$ cat src/logic/oblc_pkg.sv
// oblc_pkg: constants, types and register map of the option byte loader.
// assumes a single 100 MHz clock shared with the flash read port and the consumers.
package oblc_pkg;

  // ----------------------------------------------------------------
  // flash locations and option byte fields
  // ----------------------------------------------------------------
  localparam int FLASH_AW = 16;
  localparam logic [15:0] OPT_ADDR_PRIMARY = 16'h0000;
  localparam logic [15:0] OPT_ADDR_SECONDARY = 16'h0001;
  localparam logic [7:0] OPT_ERASED = 8'hFF;
  localparam int PRI_WDOG_RESET_SEL = 7;
  localparam int PRI_WDOG_ALWAYS_ON = 6;
  localparam int PRI_OSC_MODE_HI = 5;
  localparam int PRI_OSC_MODE_LO = 4;
  localparam int PRI_BROWNOUT_ALWAYS_ON = 3;
  localparam int PRI_READ_PROTECT = 2;
  localparam int PRI_WRITE_PROTECT = 0;
  localparam int SEC_CRYSTAL_OFF_IN_RESET = 4;

  typedef enum logic [1:0] {
    OSC_EXT_RC = 2'h0,
    OSC_XTAL_LOW = 2'h1,
    OSC_XTAL_MED = 2'h2,
    OSC_XTAL_HIGH = 2'h3
  } oblc_osc_e;

  // ----------------------------------------------------------------
  // timing
  // ----------------------------------------------------------------
  localparam int CLK_PERIOD_NS = 10;
  localparam int XTAL_SETTLE_NS = 2000;
  localparam int XTAL_SETTLE_CYC = (XTAL_SETTLE_NS + CLK_PERIOD_NS - 1) / CLK_PERIOD_NS;

  // ----------------------------------------------------------------
  // register map
  // ----------------------------------------------------------------
  localparam logic [11:0] REG_CTRL = 12'h000;
  localparam logic [11:0] REG_STATUS = 12'h004;
  localparam int CTRL_BROWNOUT_STOP_OFF = 0;
  localparam int CTRL_SYSCLK_CRYSTAL = 1;
  localparam int CTRL_WDOG_START = 2;
  localparam int STAT_LOAD_DONE = 0;
  localparam int STAT_WDOG_RUN = 1;
  localparam int STAT_BROWNOUT_EN = 2;
  localparam int STAT_CRYSTAL_EN = 3;
  localparam logic [1:0] RESP_OKAY = 2'h0;
  localparam logic [1:0] RESP_SLVERR = 2'h2;

  // ----------------------------------------------------------------
  // carriers and state
  // ----------------------------------------------------------------
  typedef struct packed {
    logic awvalid;
    logic [11:0] awaddr;
    logic wvalid;
    logic [31:0] wdata;
    logic [3:0] wstrb;
    logic bready;
    logic arvalid;
    logic [11:0] araddr;
    logic rready;
  } oblc_axil_req_s;

  typedef struct packed {
    logic awready;
    logic wready;
    logic bvalid;
    logic [1:0] bresp;
    logic arready;
    logic rvalid;
    logic [31:0] rdata;
    logic [1:0] rresp;
  } oblc_axil_rsp_s;

  typedef struct packed {
    logic wdog_timeout_reset_sel;
    logic [1:0] osc_mode_sel;
    logic crystal_enable;
    logic sysclk_crystal;
    logic brownout_enable;
    logic code_read_allowed;
    logic debug_full_access;
    logic user_flash_write_allowed;
    logic debug_mass_erase_allowed;
  } oblc_cfg_s;

  typedef enum logic [5:0] {
    LD_REQ0 = 6'h01,
    LD_WAIT0 = 6'h02,
    LD_REQ1 = 6'h04,
    LD_WAIT1 = 6'h08,
    XTAL_SETTLE = 6'h10,
    RUN = 6'h20
  } oblc_fsm_e;

  typedef struct packed {
    oblc_fsm_e fsm;
    logic [7:0] opt_primary;
    logic [7:0] opt_secondary;
    logic [15:0] settle_cnt;
    logic core_run;
    logic flash_rd_en;
    logic [15:0] flash_rd_addr;
    logic wdog_run;
    logic brownout_stop_off;
    logic sysclk_sel;
    logic aw_taken;
    logic [11:0] awaddr;
    logic w_taken;
    logic [31:0] wdata;
    logic [3:0] wstrb;
    oblc_axil_rsp_s rsp;
    oblc_cfg_s cfg;
  } oblc_state_s;

endpackage

$ cat src/logic/oblc_loader.sv
// oblc_loader: reads the two option bytes at reset, holds them and drives decoded config.
// assumes flash_rd_* and stop_* come from logic on aclk; AXI4-Lite master on aclk.
//
// Overview of operation
// - configuration comes from flash bytes zero and one
// - primary bit 7 picks watchdog reset or interrupt
// - bit 6 zero: watchdog forced on, undisableable
// - bit 6 one: start on command, stop only by reset or recovery
// - bits 5:4 choose oscillator drive mode
// - bit 3 zero: stop-mode brown-out off if requested
// - bit 3 one: brown-out always protected
// - bit 2 zero blocks code reads, limits debugger
// - bit 0 zero blocks user program and erase
// - bit 0 one permits program and erase
// - secondary bit 4 zero powers crystal for a settle wait before release
// - crystal enable never switches system clock
// - every reset or recovery reloads hidden holding registers
// - load completes before core is released
module oblc_loader #(
  parameter int SETTLE_CYC = oblc_pkg::XTAL_SETTLE_CYC
) (
  // clock and reset
  input wire logic aclk,
  input wire logic aresetn,
  // register bus
  input wire oblc_pkg::oblc_axil_req_s s_axil_req,
  output oblc_pkg::oblc_axil_rsp_s s_axil_rsp,
  // flash read port
  output logic flash_rd_en,
  output logic [15:0] flash_rd_addr,
  input wire logic [7:0] flash_rd_data,
  input wire logic flash_rd_valid,
  // power events
  input wire logic stop_mode,
  input wire logic stop_recovery,
  // consumers
  output logic core_run,
  output logic wdog_run,
  output oblc_pkg::oblc_cfg_s cfg
);

  oblc_pkg::oblc_state_s st;
  oblc_pkg::oblc_state_s next_st;

  logic wdog_always_on;
  logic brownout_always_on;
  logic crystal_off_in_reset;
  logic in_settle;
  logic wr_fire;
  logic wr_ctrl;
  logic [31:0] rd_word;

  assign wdog_always_on = st.opt_primary[oblc_pkg::PRI_WDOG_ALWAYS_ON];
  assign brownout_always_on = st.opt_primary[oblc_pkg::PRI_BROWNOUT_ALWAYS_ON];
  assign crystal_off_in_reset = st.opt_secondary[oblc_pkg::SEC_CRYSTAL_OFF_IN_RESET];
  assign in_settle = (st.fsm == oblc_pkg::XTAL_SETTLE);
  assign wr_fire = st.aw_taken && st.w_taken && !st.rsp.bvalid;
  assign wr_ctrl = wr_fire && (st.awaddr == oblc_pkg::REG_CTRL) && st.wstrb[0];

  // ----------------------------------------------------------------
  // read mux
  // ----------------------------------------------------------------
  always_comb begin
    rd_word = 32'h0000_0000;
    if (s_axil_req.araddr == oblc_pkg::REG_CTRL) begin
      rd_word[oblc_pkg::CTRL_BROWNOUT_STOP_OFF] = st.brownout_stop_off;
      rd_word[oblc_pkg::CTRL_SYSCLK_CRYSTAL] = st.sysclk_sel;
    end else if (s_axil_req.araddr == oblc_pkg::REG_STATUS) begin
      // holding registers themselves stay hidden, only effects are visible
      rd_word[oblc_pkg::STAT_LOAD_DONE] = st.core_run;
      rd_word[oblc_pkg::STAT_WDOG_RUN] = st.wdog_run;
      rd_word[oblc_pkg::STAT_BROWNOUT_EN] = st.cfg.brownout_enable;
      rd_word[oblc_pkg::STAT_CRYSTAL_EN] = st.cfg.crystal_enable;
    end
  end

  // ----------------------------------------------------------------
  // next state
  // ----------------------------------------------------------------
  always_comb begin
    next_st = st;
    next_st.flash_rd_en = 1'b0;

    case (st.fsm)
      oblc_pkg::LD_REQ0: begin
        next_st.flash_rd_en = 1'b1;
        next_st.flash_rd_addr = oblc_pkg::OPT_ADDR_PRIMARY;
        next_st.fsm = oblc_pkg::LD_WAIT0;
      end
      oblc_pkg::LD_WAIT0: begin
        if (flash_rd_valid) begin
          next_st.opt_primary = flash_rd_data;
          next_st.fsm = oblc_pkg::LD_REQ1;
        end
      end
      oblc_pkg::LD_REQ1: begin
        next_st.flash_rd_en = 1'b1;
        next_st.flash_rd_addr = oblc_pkg::OPT_ADDR_SECONDARY;
        next_st.fsm = oblc_pkg::LD_WAIT1;
      end
      oblc_pkg::LD_WAIT1: begin
        if (flash_rd_valid) begin
          next_st.opt_secondary = flash_rd_data;
          // crystal running through reset costs a settle wait
          if (!flash_rd_data[oblc_pkg::SEC_CRYSTAL_OFF_IN_RESET]) begin
            next_st.settle_cnt = 16'(SETTLE_CYC - 1);
            next_st.fsm = oblc_pkg::XTAL_SETTLE;
          end else begin
            next_st.fsm = oblc_pkg::RUN;
            next_st.core_run = 1'b1;
            next_st.wdog_run = !st.opt_primary[oblc_pkg::PRI_WDOG_ALWAYS_ON];
          end
        end
      end
      oblc_pkg::XTAL_SETTLE: begin
        if (st.settle_cnt == 16'h0000) begin
          next_st.fsm = oblc_pkg::RUN;
          next_st.core_run = 1'b1;
          next_st.wdog_run = !wdog_always_on;
        end else begin
          next_st.settle_cnt = st.settle_cnt - 16'h0001;
        end
      end
      oblc_pkg::RUN: begin
        // start only; while running only reset or stop_recovery clears it
        if (wr_ctrl && st.wdata[oblc_pkg::CTRL_WDOG_START]) begin
          next_st.wdog_run = 1'b1;
        end
      end
      default: begin
        next_st.fsm = oblc_pkg::LD_REQ0;
      end
    endcase

    // stop-mode recovery repeats the whole load with the core held
    if (stop_recovery) begin
      next_st.fsm = oblc_pkg::LD_REQ0;
      next_st.core_run = 1'b0;
      next_st.wdog_run = 1'b0;
    end

    // ---------------- decoded configuration ----------------
    next_st.cfg.wdog_timeout_reset_sel = st.opt_primary[oblc_pkg::PRI_WDOG_RESET_SEL];
    next_st.cfg.osc_mode_sel = st.opt_primary[oblc_pkg::PRI_OSC_MODE_HI:oblc_pkg::PRI_OSC_MODE_LO];
    if (st.core_run) begin
      next_st.cfg.crystal_enable = (st.cfg.osc_mode_sel != oblc_pkg::OSC_EXT_RC);
    end else begin
      next_st.cfg.crystal_enable = in_settle;
    end
    // powering the crystal never moves the clock; software must select it
    next_st.cfg.sysclk_crystal = st.sysclk_sel && st.core_run;
    if (brownout_always_on) begin
      next_st.cfg.brownout_enable = 1'b1;
    end else begin
      next_st.cfg.brownout_enable = !(stop_mode && st.brownout_stop_off);
    end
    next_st.cfg.code_read_allowed = st.opt_primary[oblc_pkg::PRI_READ_PROTECT];
    next_st.cfg.debug_full_access = st.opt_primary[oblc_pkg::PRI_READ_PROTECT];
    next_st.cfg.user_flash_write_allowed = st.opt_primary[oblc_pkg::PRI_WRITE_PROTECT];
    next_st.cfg.debug_mass_erase_allowed = 1'b1;

    // ---------------- AXI4-Lite slave ----------------
    if (s_axil_req.awvalid && st.rsp.awready) begin
      next_st.aw_taken = 1'b1;
      next_st.awaddr = s_axil_req.awaddr;
    end
    if (s_axil_req.wvalid && st.rsp.wready) begin
      next_st.w_taken = 1'b1;
      next_st.wdata = s_axil_req.wdata;
      next_st.wstrb = s_axil_req.wstrb;
    end
    if (wr_fire) begin
      next_st.aw_taken = 1'b0;
      next_st.w_taken = 1'b0;
      next_st.rsp.bvalid = 1'b1;
      if (st.awaddr == oblc_pkg::REG_CTRL || st.awaddr == oblc_pkg::REG_STATUS) begin
        next_st.rsp.bresp = oblc_pkg::RESP_OKAY;
      end else begin
        next_st.rsp.bresp = oblc_pkg::RESP_SLVERR;
      end
      if (wr_ctrl) begin
        next_st.brownout_stop_off = st.wdata[oblc_pkg::CTRL_BROWNOUT_STOP_OFF];
        next_st.sysclk_sel = st.wdata[oblc_pkg::CTRL_SYSCLK_CRYSTAL];
      end
    end else if (st.rsp.bvalid && s_axil_req.bready) begin
      next_st.rsp.bvalid = 1'b0;
    end
    next_st.rsp.awready = !next_st.aw_taken && !next_st.rsp.bvalid;
    next_st.rsp.wready = !next_st.w_taken && !next_st.rsp.bvalid;

    if (s_axil_req.arvalid && st.rsp.arready) begin
      next_st.rsp.rvalid = 1'b1;
      next_st.rsp.rdata = rd_word;
      if (s_axil_req.araddr == oblc_pkg::REG_CTRL || s_axil_req.araddr == oblc_pkg::REG_STATUS) begin
        next_st.rsp.rresp = oblc_pkg::RESP_OKAY;
      end else begin
        next_st.rsp.rresp = oblc_pkg::RESP_SLVERR;
      end
    end else if (st.rsp.rvalid && s_axil_req.rready) begin
      next_st.rsp.rvalid = 1'b0;
    end
    next_st.rsp.arready = !next_st.rsp.rvalid;
  end

  // ----------------------------------------------------------------
  // state register
  // ----------------------------------------------------------------
  always_ff @(posedge aclk) begin
    if (!aresetn) begin
      st <= '0;
      st.fsm <= oblc_pkg::LD_REQ0;
      // erased values until the load lands; the core is held anyway
      st.opt_primary <= oblc_pkg::OPT_ERASED;
      st.opt_secondary <= oblc_pkg::OPT_ERASED;
      st.flash_rd_addr <= oblc_pkg::OPT_ADDR_PRIMARY;
      st.cfg.debug_mass_erase_allowed <= 1'b1;
    end else begin
      st <= next_st;
    end
  end

  assign s_axil_rsp = st.rsp;
  assign flash_rd_en = st.flash_rd_en;
  assign flash_rd_addr = st.flash_rd_addr;
  assign core_run = st.core_run;
  assign wdog_run = st.wdog_run;
  assign cfg = st.cfg;
endmodule

$ cat config.mk
export PLATFORM = sky130hd
export DESIGN_NAME = oblc_loader
export DESIGN_NICKNAME = d
export VERILOG_FILES = /design/src/logic/oblc_pkg.sv /design/src/logic/oblc_loader.sv
export SDC_FILE = /design/constraint.sdc
export NUM_CORES = 1
export LEC_CHECK = 0
export BUFFER_PORTS_ARGS = -buffer_cell sky130_fd_sc_hd__buf_2
export CAP_MARGIN = 20
export CORE_MARGIN = 2
export CORE_UTILIZATION = 35
export CTS_CLUSTER_SIZE = 12
export DETAILED_ROUTE_END_ITERATION = 8
export GPL_ROUTABILITY_DRIVEN = 0
export PLACE_DENSITY = 0.67
export SLEW_MARGIN = 40
export SYNTH_ARGS = -nofsm -noshare
export SYNTH_HDL_FRONTEND = slang
export SYNTH_SLANG_ARGS = --single-unit
$ cat constraint.sdc
create_clock -name aclk -period 3.7 [get_ports aclk]
set_input_delay 0.74 -clock aclk [delete_from_list [all_inputs] [get_ports aclk]]
set_output_delay 0.74 -clock aclk [all_outputs]
set_load 0.05 [all_outputs]
==> results.md, run 1 <==
* Setup TNS at 0 ps
* PostCTS Resize Cnt at 0
* Clock sinks at 72
* Status: completed
* Max-slew violations at 0
* Critical setup path kind: reg2reg
* GRT overflow at 0
* Worst Tran Pin Value at 722 ps
* Total Power at 1690 uW
* Antenna violations before repair at 0
* Post-synth EDFFs at 0
* Post-synthesis async set-or-reset flop share at 0%
* Hold Fails Final Rpt at 0
* Largest net degree at the start of global routing at 34
* FF+latch area at 1440 um^2
* CTS Buf Count at 9
* Area occupied by multi-input gates at 1570 um^2
* Root buf cell: clkbuf_8
* P per Cell Area at 450 nW/um^2
* Number of max-cap violations at 0
* Crit path arrival time at 2430 ps
* TritonCTS clock tree: yes
* Worst slack, placed at 1410 ps
* Max frequency at 0.464 GHz
* Hold crit path type: reg2reg
* Simple-gate share of the synthesized area at 22.0%
* # rows at 36
* Global Route Usage Sum at 12.9%
* Area growth syn-to-layout at 9.36%
* Syn Area/Cell at 8.59 um^2
* First-pass GRT wire length at 10.8 mm
* Yosys reg bits at 72
* Ant. Diodes at 0
* CTS Hold Buffers Added at 0
* Mapped Area at 3430 um^2
* CP Launch Point: st[154]$_SDFFE_PP1P_
* Worst setup EP type: flop
* Post-detail-place hpwl at 4.88 mm
* Mux contribution to synthesized area at 3.21%
* Seq/Total Area, Yosys at 42.0%
* Worst r2r src: st[154]$_SDFFE_PP1P_
* Lkg Pwr at 0.00166 uW
* Syn Inst Count at 400
* Post-CTS setup buffers at 0
* CP Launch Type: flop
* Buffers on Ports at 68
* Worst EP required at 3970 ps
* Hold path start: st[152]$_SDFFE_PN1P_
* Die Ht at 103 um
* WL per Instance at 11.5 um
* Initial Util at 35.6%
* Period utilisation layout at 58.3%
* First DRT Iteration DRCs at 63
* Reg2reg setup slack at 1540 ps
* H-Tree Depth at 3
* Unrepaired setup endpoints after global routing: false
* DR DRC count at 0
* Vias per cell at 4.53
* Most frequent cells in the layout: dfxtp_1, buf_2, nand2_1, conb_1, a21oi_1
* Clock Latency Late Sink at 350 ps
* # IOs at 148
* Combinational family with the most area after synthesis: simple AND/OR/NAND/NOR gates
* Setup WS post-layout at 1540 ps
* CP Max Fanout at 11
* Synth Area in XOR/XNOR at 1.79%
* Max_slew headroom at 51.4%
* Synth unique cells at 47
* Worst-path clk slew at 70 ps
* Compound-gate portion of the synthesized area at 13.0%
* Commonest non-fill, non-tap cell in the layout: dfxtp_1
* Worst clock skew at 4.22 ps
* Max IR drop VDD at 0.200 mV
* Max Buffers Root-to-Sink at 2
* Core area at 9640 um^2
* Die Wd at 103 um
* Top FF cell, synth: dfxtp_1
* Via count at 2622
* Endpoints failing setup at 0
* Die Area at 10600 um^2
* Post-Synth Adder-Cell Area at 0.729%
* Routed WL at 6.64 mm
* Nets@finish at 522
* Tmin final at 2160 ps
* # fillers at 1039
* Initial DRT Pass Iterations at 5
* Share of cells above drive strength 1 at 20.6%
* Vias in the first global route at 2418
* Yosys warning count at 0
* Post-route ant nets at 0
[worst paths after layout]
| kind | endpoint | cells after the start |
|---|---|---|
| max | st[131]$_SDFFE_PN0P_ | 5 |
| min | wdog_run$_SDFFE_PP0P_ | 1 |
| max reg2reg | st[131]$_SDFFE_PN0P_ | 5 |
| min reg2reg | wdog_run$_SDFFE_PP0P_ | 1 |
[cells in the mapped netlist (all sizes together) (4+ instances only)]
cell	n	area [um^2]
nor2	27	101
o21ai	12	60.1
nand2	47	176
nand4	4	25.0
nand2b	5	31.3
and2	8	50.1
or4	6	52.6
nor4	8	50.1
nor3	10	50.1
mux2i	11	110
clkbuf	8	30.0
and3	4	25.0
inv	8	30.0
buf	73	527
o31ai	4	30.0
a21oi	39	206
xor2	5	43.8
nand3	6	30.0
or3	6	37.5
dfxtp	72	1440
[kinds of logic after synthesis]
| logic type | Yosys count |
|---|---|
| mux | 11 |
| simple gates | 145 |
| buf+inv | 89 |
| compound gates | 72 |
| flops | 72 |
| other cells | 2 |
| xor+xnor | 7 |
| fa+ha+maj | 2 |
[where the power goes]
| group | internal (uW) | total (uW) | leakage (uW) | switching (uW) |
|---|---|---|---|---|
| Combinational | 46.6 | 235 | 0.000969 | 188 |
| Sequential | 797 | 812 | 0.000587 | 15.3 |
| Clock | 363 | 643 | 0.000102 | 280 |
| Total | 1210 | 1690 | 0.00166 | 484 |
[state kept, by name (all words and copies together), names as in the netlist]
name and count:
flash_rd_en 1, core_run 1, brownout_always_on 1, cfg 8
flash_rd_addr 1, s_axil_rsp 11, wdog_run 1, next_st 5
st 43
[critical path, cell delays in order, from the launching register on]
cell       delay, ps
dfxtp_1          410
or4_4            590
a21oi_4          190
o2111ai_2        250
or4_1            490
a21oi_1          150
[per-stage QoR]
| stage | cells | instance area (um^2) | utilization (%) | hold WS [ps] |
|---|---|---|---|---|
| 4_1_cts | 579 | 3760 | 39.0 | 450 |
| 6_report | 579 | 3760 | 39.0 | 450 |
| 3_5_place_dp | 564 | 3550 | 36.8 | 439 |
| 5_1_grt | 579 | 3760 | 39.0 | 467 |
| 2_1_floorplan | 444 | 3600 | - | 417 |
| 3_3_place_gp | 564 | 3550 | 36.8 | 435 |
[area by class of cell]
class                           instances  area share (%)
Clock buffer                           13            4.50
Multi-Input combinational cell        283            41.8
Timing Repair Buffer                   68            9.06
Inverter                                8           0.799
Sequential cell                        72            38.4
Tap cell                              133            4.43
Clock inverter                          2           0.999
[routing by layer]
| layer | global-route usage, % | part of all wire [%] | vias to the layer above |
|---|---|---|---|
| li1 | - | - | 1344 |
| met1 | 14.8 | 44 | 1198 |
| met2 | 21.9 | 49 | 70 |
| met3 | 4.95 | 6.3 | 10 |
| met4 | 4.45 | 1.4 | 0 |
| met5 | 0 | 0 | - |
(Power assumes the default switching activity.)
==> inputs of run 2 (changes only) <==
Settings changed: PLACE_DENSITY 0.67 to 0.69.
Clock period 3.7 ns to 1.9 ns, I/O delays scaled along.
==> run 2 against run 1 <==
Against the previous run:
- the run now ends with negative setup slack left
- power grew 90%
- core utilization grew 3.7 points
- sequential share of layout area shrank 3.3 points
- global-route usage rose by 1.1 points
- die area is the same
- sequential power grew 95%
- worst hold slack worse by 200 ps
- critical endpoint is now st[137]$_SDFFE_PN0P_
- largest cell class unchanged
==> results.md, run 2 (synthesis gave the netlist of run 1 again) <==
* Via count at 2867 (+9.3%)
* Reg2reg setup slack at -90 ps (-1640 ps)
* Global Route Usage Sum at 14.0% (+1.1 points)
* Reg with most FFs: st
* Area growth syn-to-layout at 19.6%
* Combinational fraction of design power at 14.8% (+0.9 points)
* Worst setup EP type: flop
* Hold_ws at 254 ps (-196 ps)
* Period utilisation layout at 105% (+47 points)
* GRT overflow at 0 (unchanged)
* Core area at 9640 um^2 (unchanged)
* Worst clock skew at 6.37 ps (+2.14 ps)
* Vias in the first global route at 2562 (+6.0%)
* Setup TNS at -749 ps (-749 ps)
* Area occupied by multi-input gates at 1670 um^2 (+6.4%)
* WL per Instance at 12.3 um (+7.3%)
* Failing checks: negative setup slack
* Vias per cell at 4.65 (+2.6%)
* # IOs at 148 (unchanged)
* Worst-path clk slew at 70 ps (about the same)
* CP Max Fanout at 7 (-4)
* Number of max-cap violations at 0 (unchanged)
* TritonCTS clock tree: yes
* FF+latch area at 1440 um^2 (about the same)
* Share of cells above drive strength 1 at 28.7% (+8.1 points)
* Routed WL at 7.59 mm (+14%)
* Endpoints failing setup at 12 (+12)
* Post-detail-place hpwl at 5.37 mm (+10%)
* # fillers at 970 (-6.6%)
* Buffers on Ports at 68 (unchanged)
* First-pass GRT wire length at 11.7 mm (+8.6%)
* DP Area at 3780 um^2 (+6.5%)
* Max FFs per register at 43 (unchanged)
* Root buf cell: clkbuf_8
* Antenna violations before repair at 0 (unchanged)
* Crit path arrival time at 2260 ps (-170 ps)
* Largest net degree at the start of global routing at 34 (unchanged)
* DR DRC count at 0 (unchanged)
* Sw Ratio at 29.0% (+0.38 points)
* CP Launch Type: flop
* Worst EP required at 2170 ps (-1800 ps)
* Max Buffers Root-to-Sink at 2 (unchanged)
* # rows at 36 (unchanged)
* Pint at 2290 uW (+89%)
* Worst Tran Pin Value at 514 ps (-208 ps)
* Clock power share at 36.2% (-1.9 points)
* Max frequency at 0.502 GHz (+8.2%)
* Clock sinks at 72 (unchanged)
* H-Tree Depth at 3 (unchanged)
* Unrepaired setup endpoints after global routing: true
* First DRT Iteration DRCs at 65 (+3.2%)
* Initial DRT Pass Iterations at 4 (-1)
* Post-route cell area at 4110 um^2 (+9.4%)
* Nets@finish at 560 (+7.3%)
* Commonest non-fill, non-tap cell in the layout: dfxtp_1
* Most frequent cells in the layout: dfxtp_1, buf_2, conb_1, nand2_1, a21oi_1
* Placed Cells at 593 (+5.1%)
* Clock Latency Late Sink at 340 ps (about the same)
* CTS Hold Buffers Added at 0 (unchanged)
* Max IR drop VDD at 0.324 mV (+62%)
* Ant. Diodes at 0 (unchanged)
* Die Wd at 103 um (unchanged)
* Initial Util at 35.6% (unchanged)
* Psw at 933 uW (+93%)
* Hold Fails Final Rpt at 0 (unchanged)
* Max-slew violations at 0 (unchanged)
* P per Cell Area at 783 nW/um^2 (+74%)
* Post-route ant nets at 0 (unchanged)
* Sequential power share at 49.0% (+1.0 points)
* Tmin final at 1990 ps (-164 ps)
* Max_slew headroom at 65.4% (+14 points)
* Status: finished with violations
* Die Area at 10600 um^2 (unchanged)
* Die Ht at 103 um (unchanged)
* Critical setup path kind: reg2reg
* Lkg Pwr at 0.00185 uW (+11%)
* Hold crit path type: in2reg
* Fin cells at 617 (+6.6%)
* Total Power at 3220 uW (+90%)
* CTS Buf Count at 9 (unchanged)
* Setup WS post-layout at -93.1 ps (-1640 ps)
-- run 2: changes by cell type in the layout (fill, tap and decap cells not counted), moves of 2 or more --
cell | before | now
nand2_2 | 0 | 2
clkbuf_8 | 12 | 10
buf_4 | 0 | 36
o2111ai_4 | 0 | 2
nand2_1 | 47 | 44
-- run 2: through the flow --
step | utilization, % | setup slack, ps
floorplan | - | -6.43
global placement | 39.2 | -34.7
detailed placement | 39.2 | -116
CTS | 41.8 | -96.2
global route | 42.6 | -177
finish | 42.6 | -93.1
-- run 2: path summary, 6_finish.rpt --
check                             from                      end  depth (start not counted)
hold / removal        flash_rd_data[5]  next_st[8]$_SDFFE_PN1P_                          3
hold reg to reg    st[91]$_SDFFE_PN0P_      st[91]$_SDFFE_PN0P_                          2
setup / recovery  st[159]$_SDFFE_PP0P_     st[137]$_SDFFE_PN0P_                          5
setup reg to reg  st[159]$_SDFFE_PP0P_     st[137]$_SDFFE_PN0P_                          5
-- run 2: what timing repair did --
item | in CTS | in global routing
pin swaps | 5 | 1
endpoints found under the setup margin | 10 | 21
gates resized for setup | 5 | 8
gates cloned | 1 | 1
buffers inserted | 4 | 3
-- run 2: power by group through the flow --
| stage | clock network, uW | logic [uW] | registers [uW] |
|---|---|---|---|
| after floorplan | 0 | 470 | 1610 |
| after global placement | 0 | 469 | 1610 |
| after detailed placement | 0 | 472 | 1610 |
| after CTS | 1200 | 475 | 1580 |
| after global routing | 1250 | 515 | 1580 |
| final | 1170 | 478 | 1580 |
-- run 2: area by class of cell --
class,instances,area share (%)
Sequential cell,72,35.1
Clock inverter,3,1.04
Clock buffer,12,3.53
Inverter,8,0.731
Tap cell,133,4.05
Timing Repair Buffer,104,14.9
Multi-Input combinational cell,285,40.7
-- run 2: metal layers --
layer / up-vias / track usage, % / part of all wire (%)
met2: 92 / 22.9 / 49
met5: - / 0 / 0
li1: 1431 / - / -
met1: 1336 / 17.2 / 44
met4: 0 / 6.58 / 1.4
met3: 8 / 3.59 / 5.9
-- run 2: worst max-delay path, stage by stage (launching register included) --
cell and delay (ps):
dfxtp_2 330, or4_4 560, a21oi_4 200, o2111ai_4 210, or4_4 460, a21oi_2 150
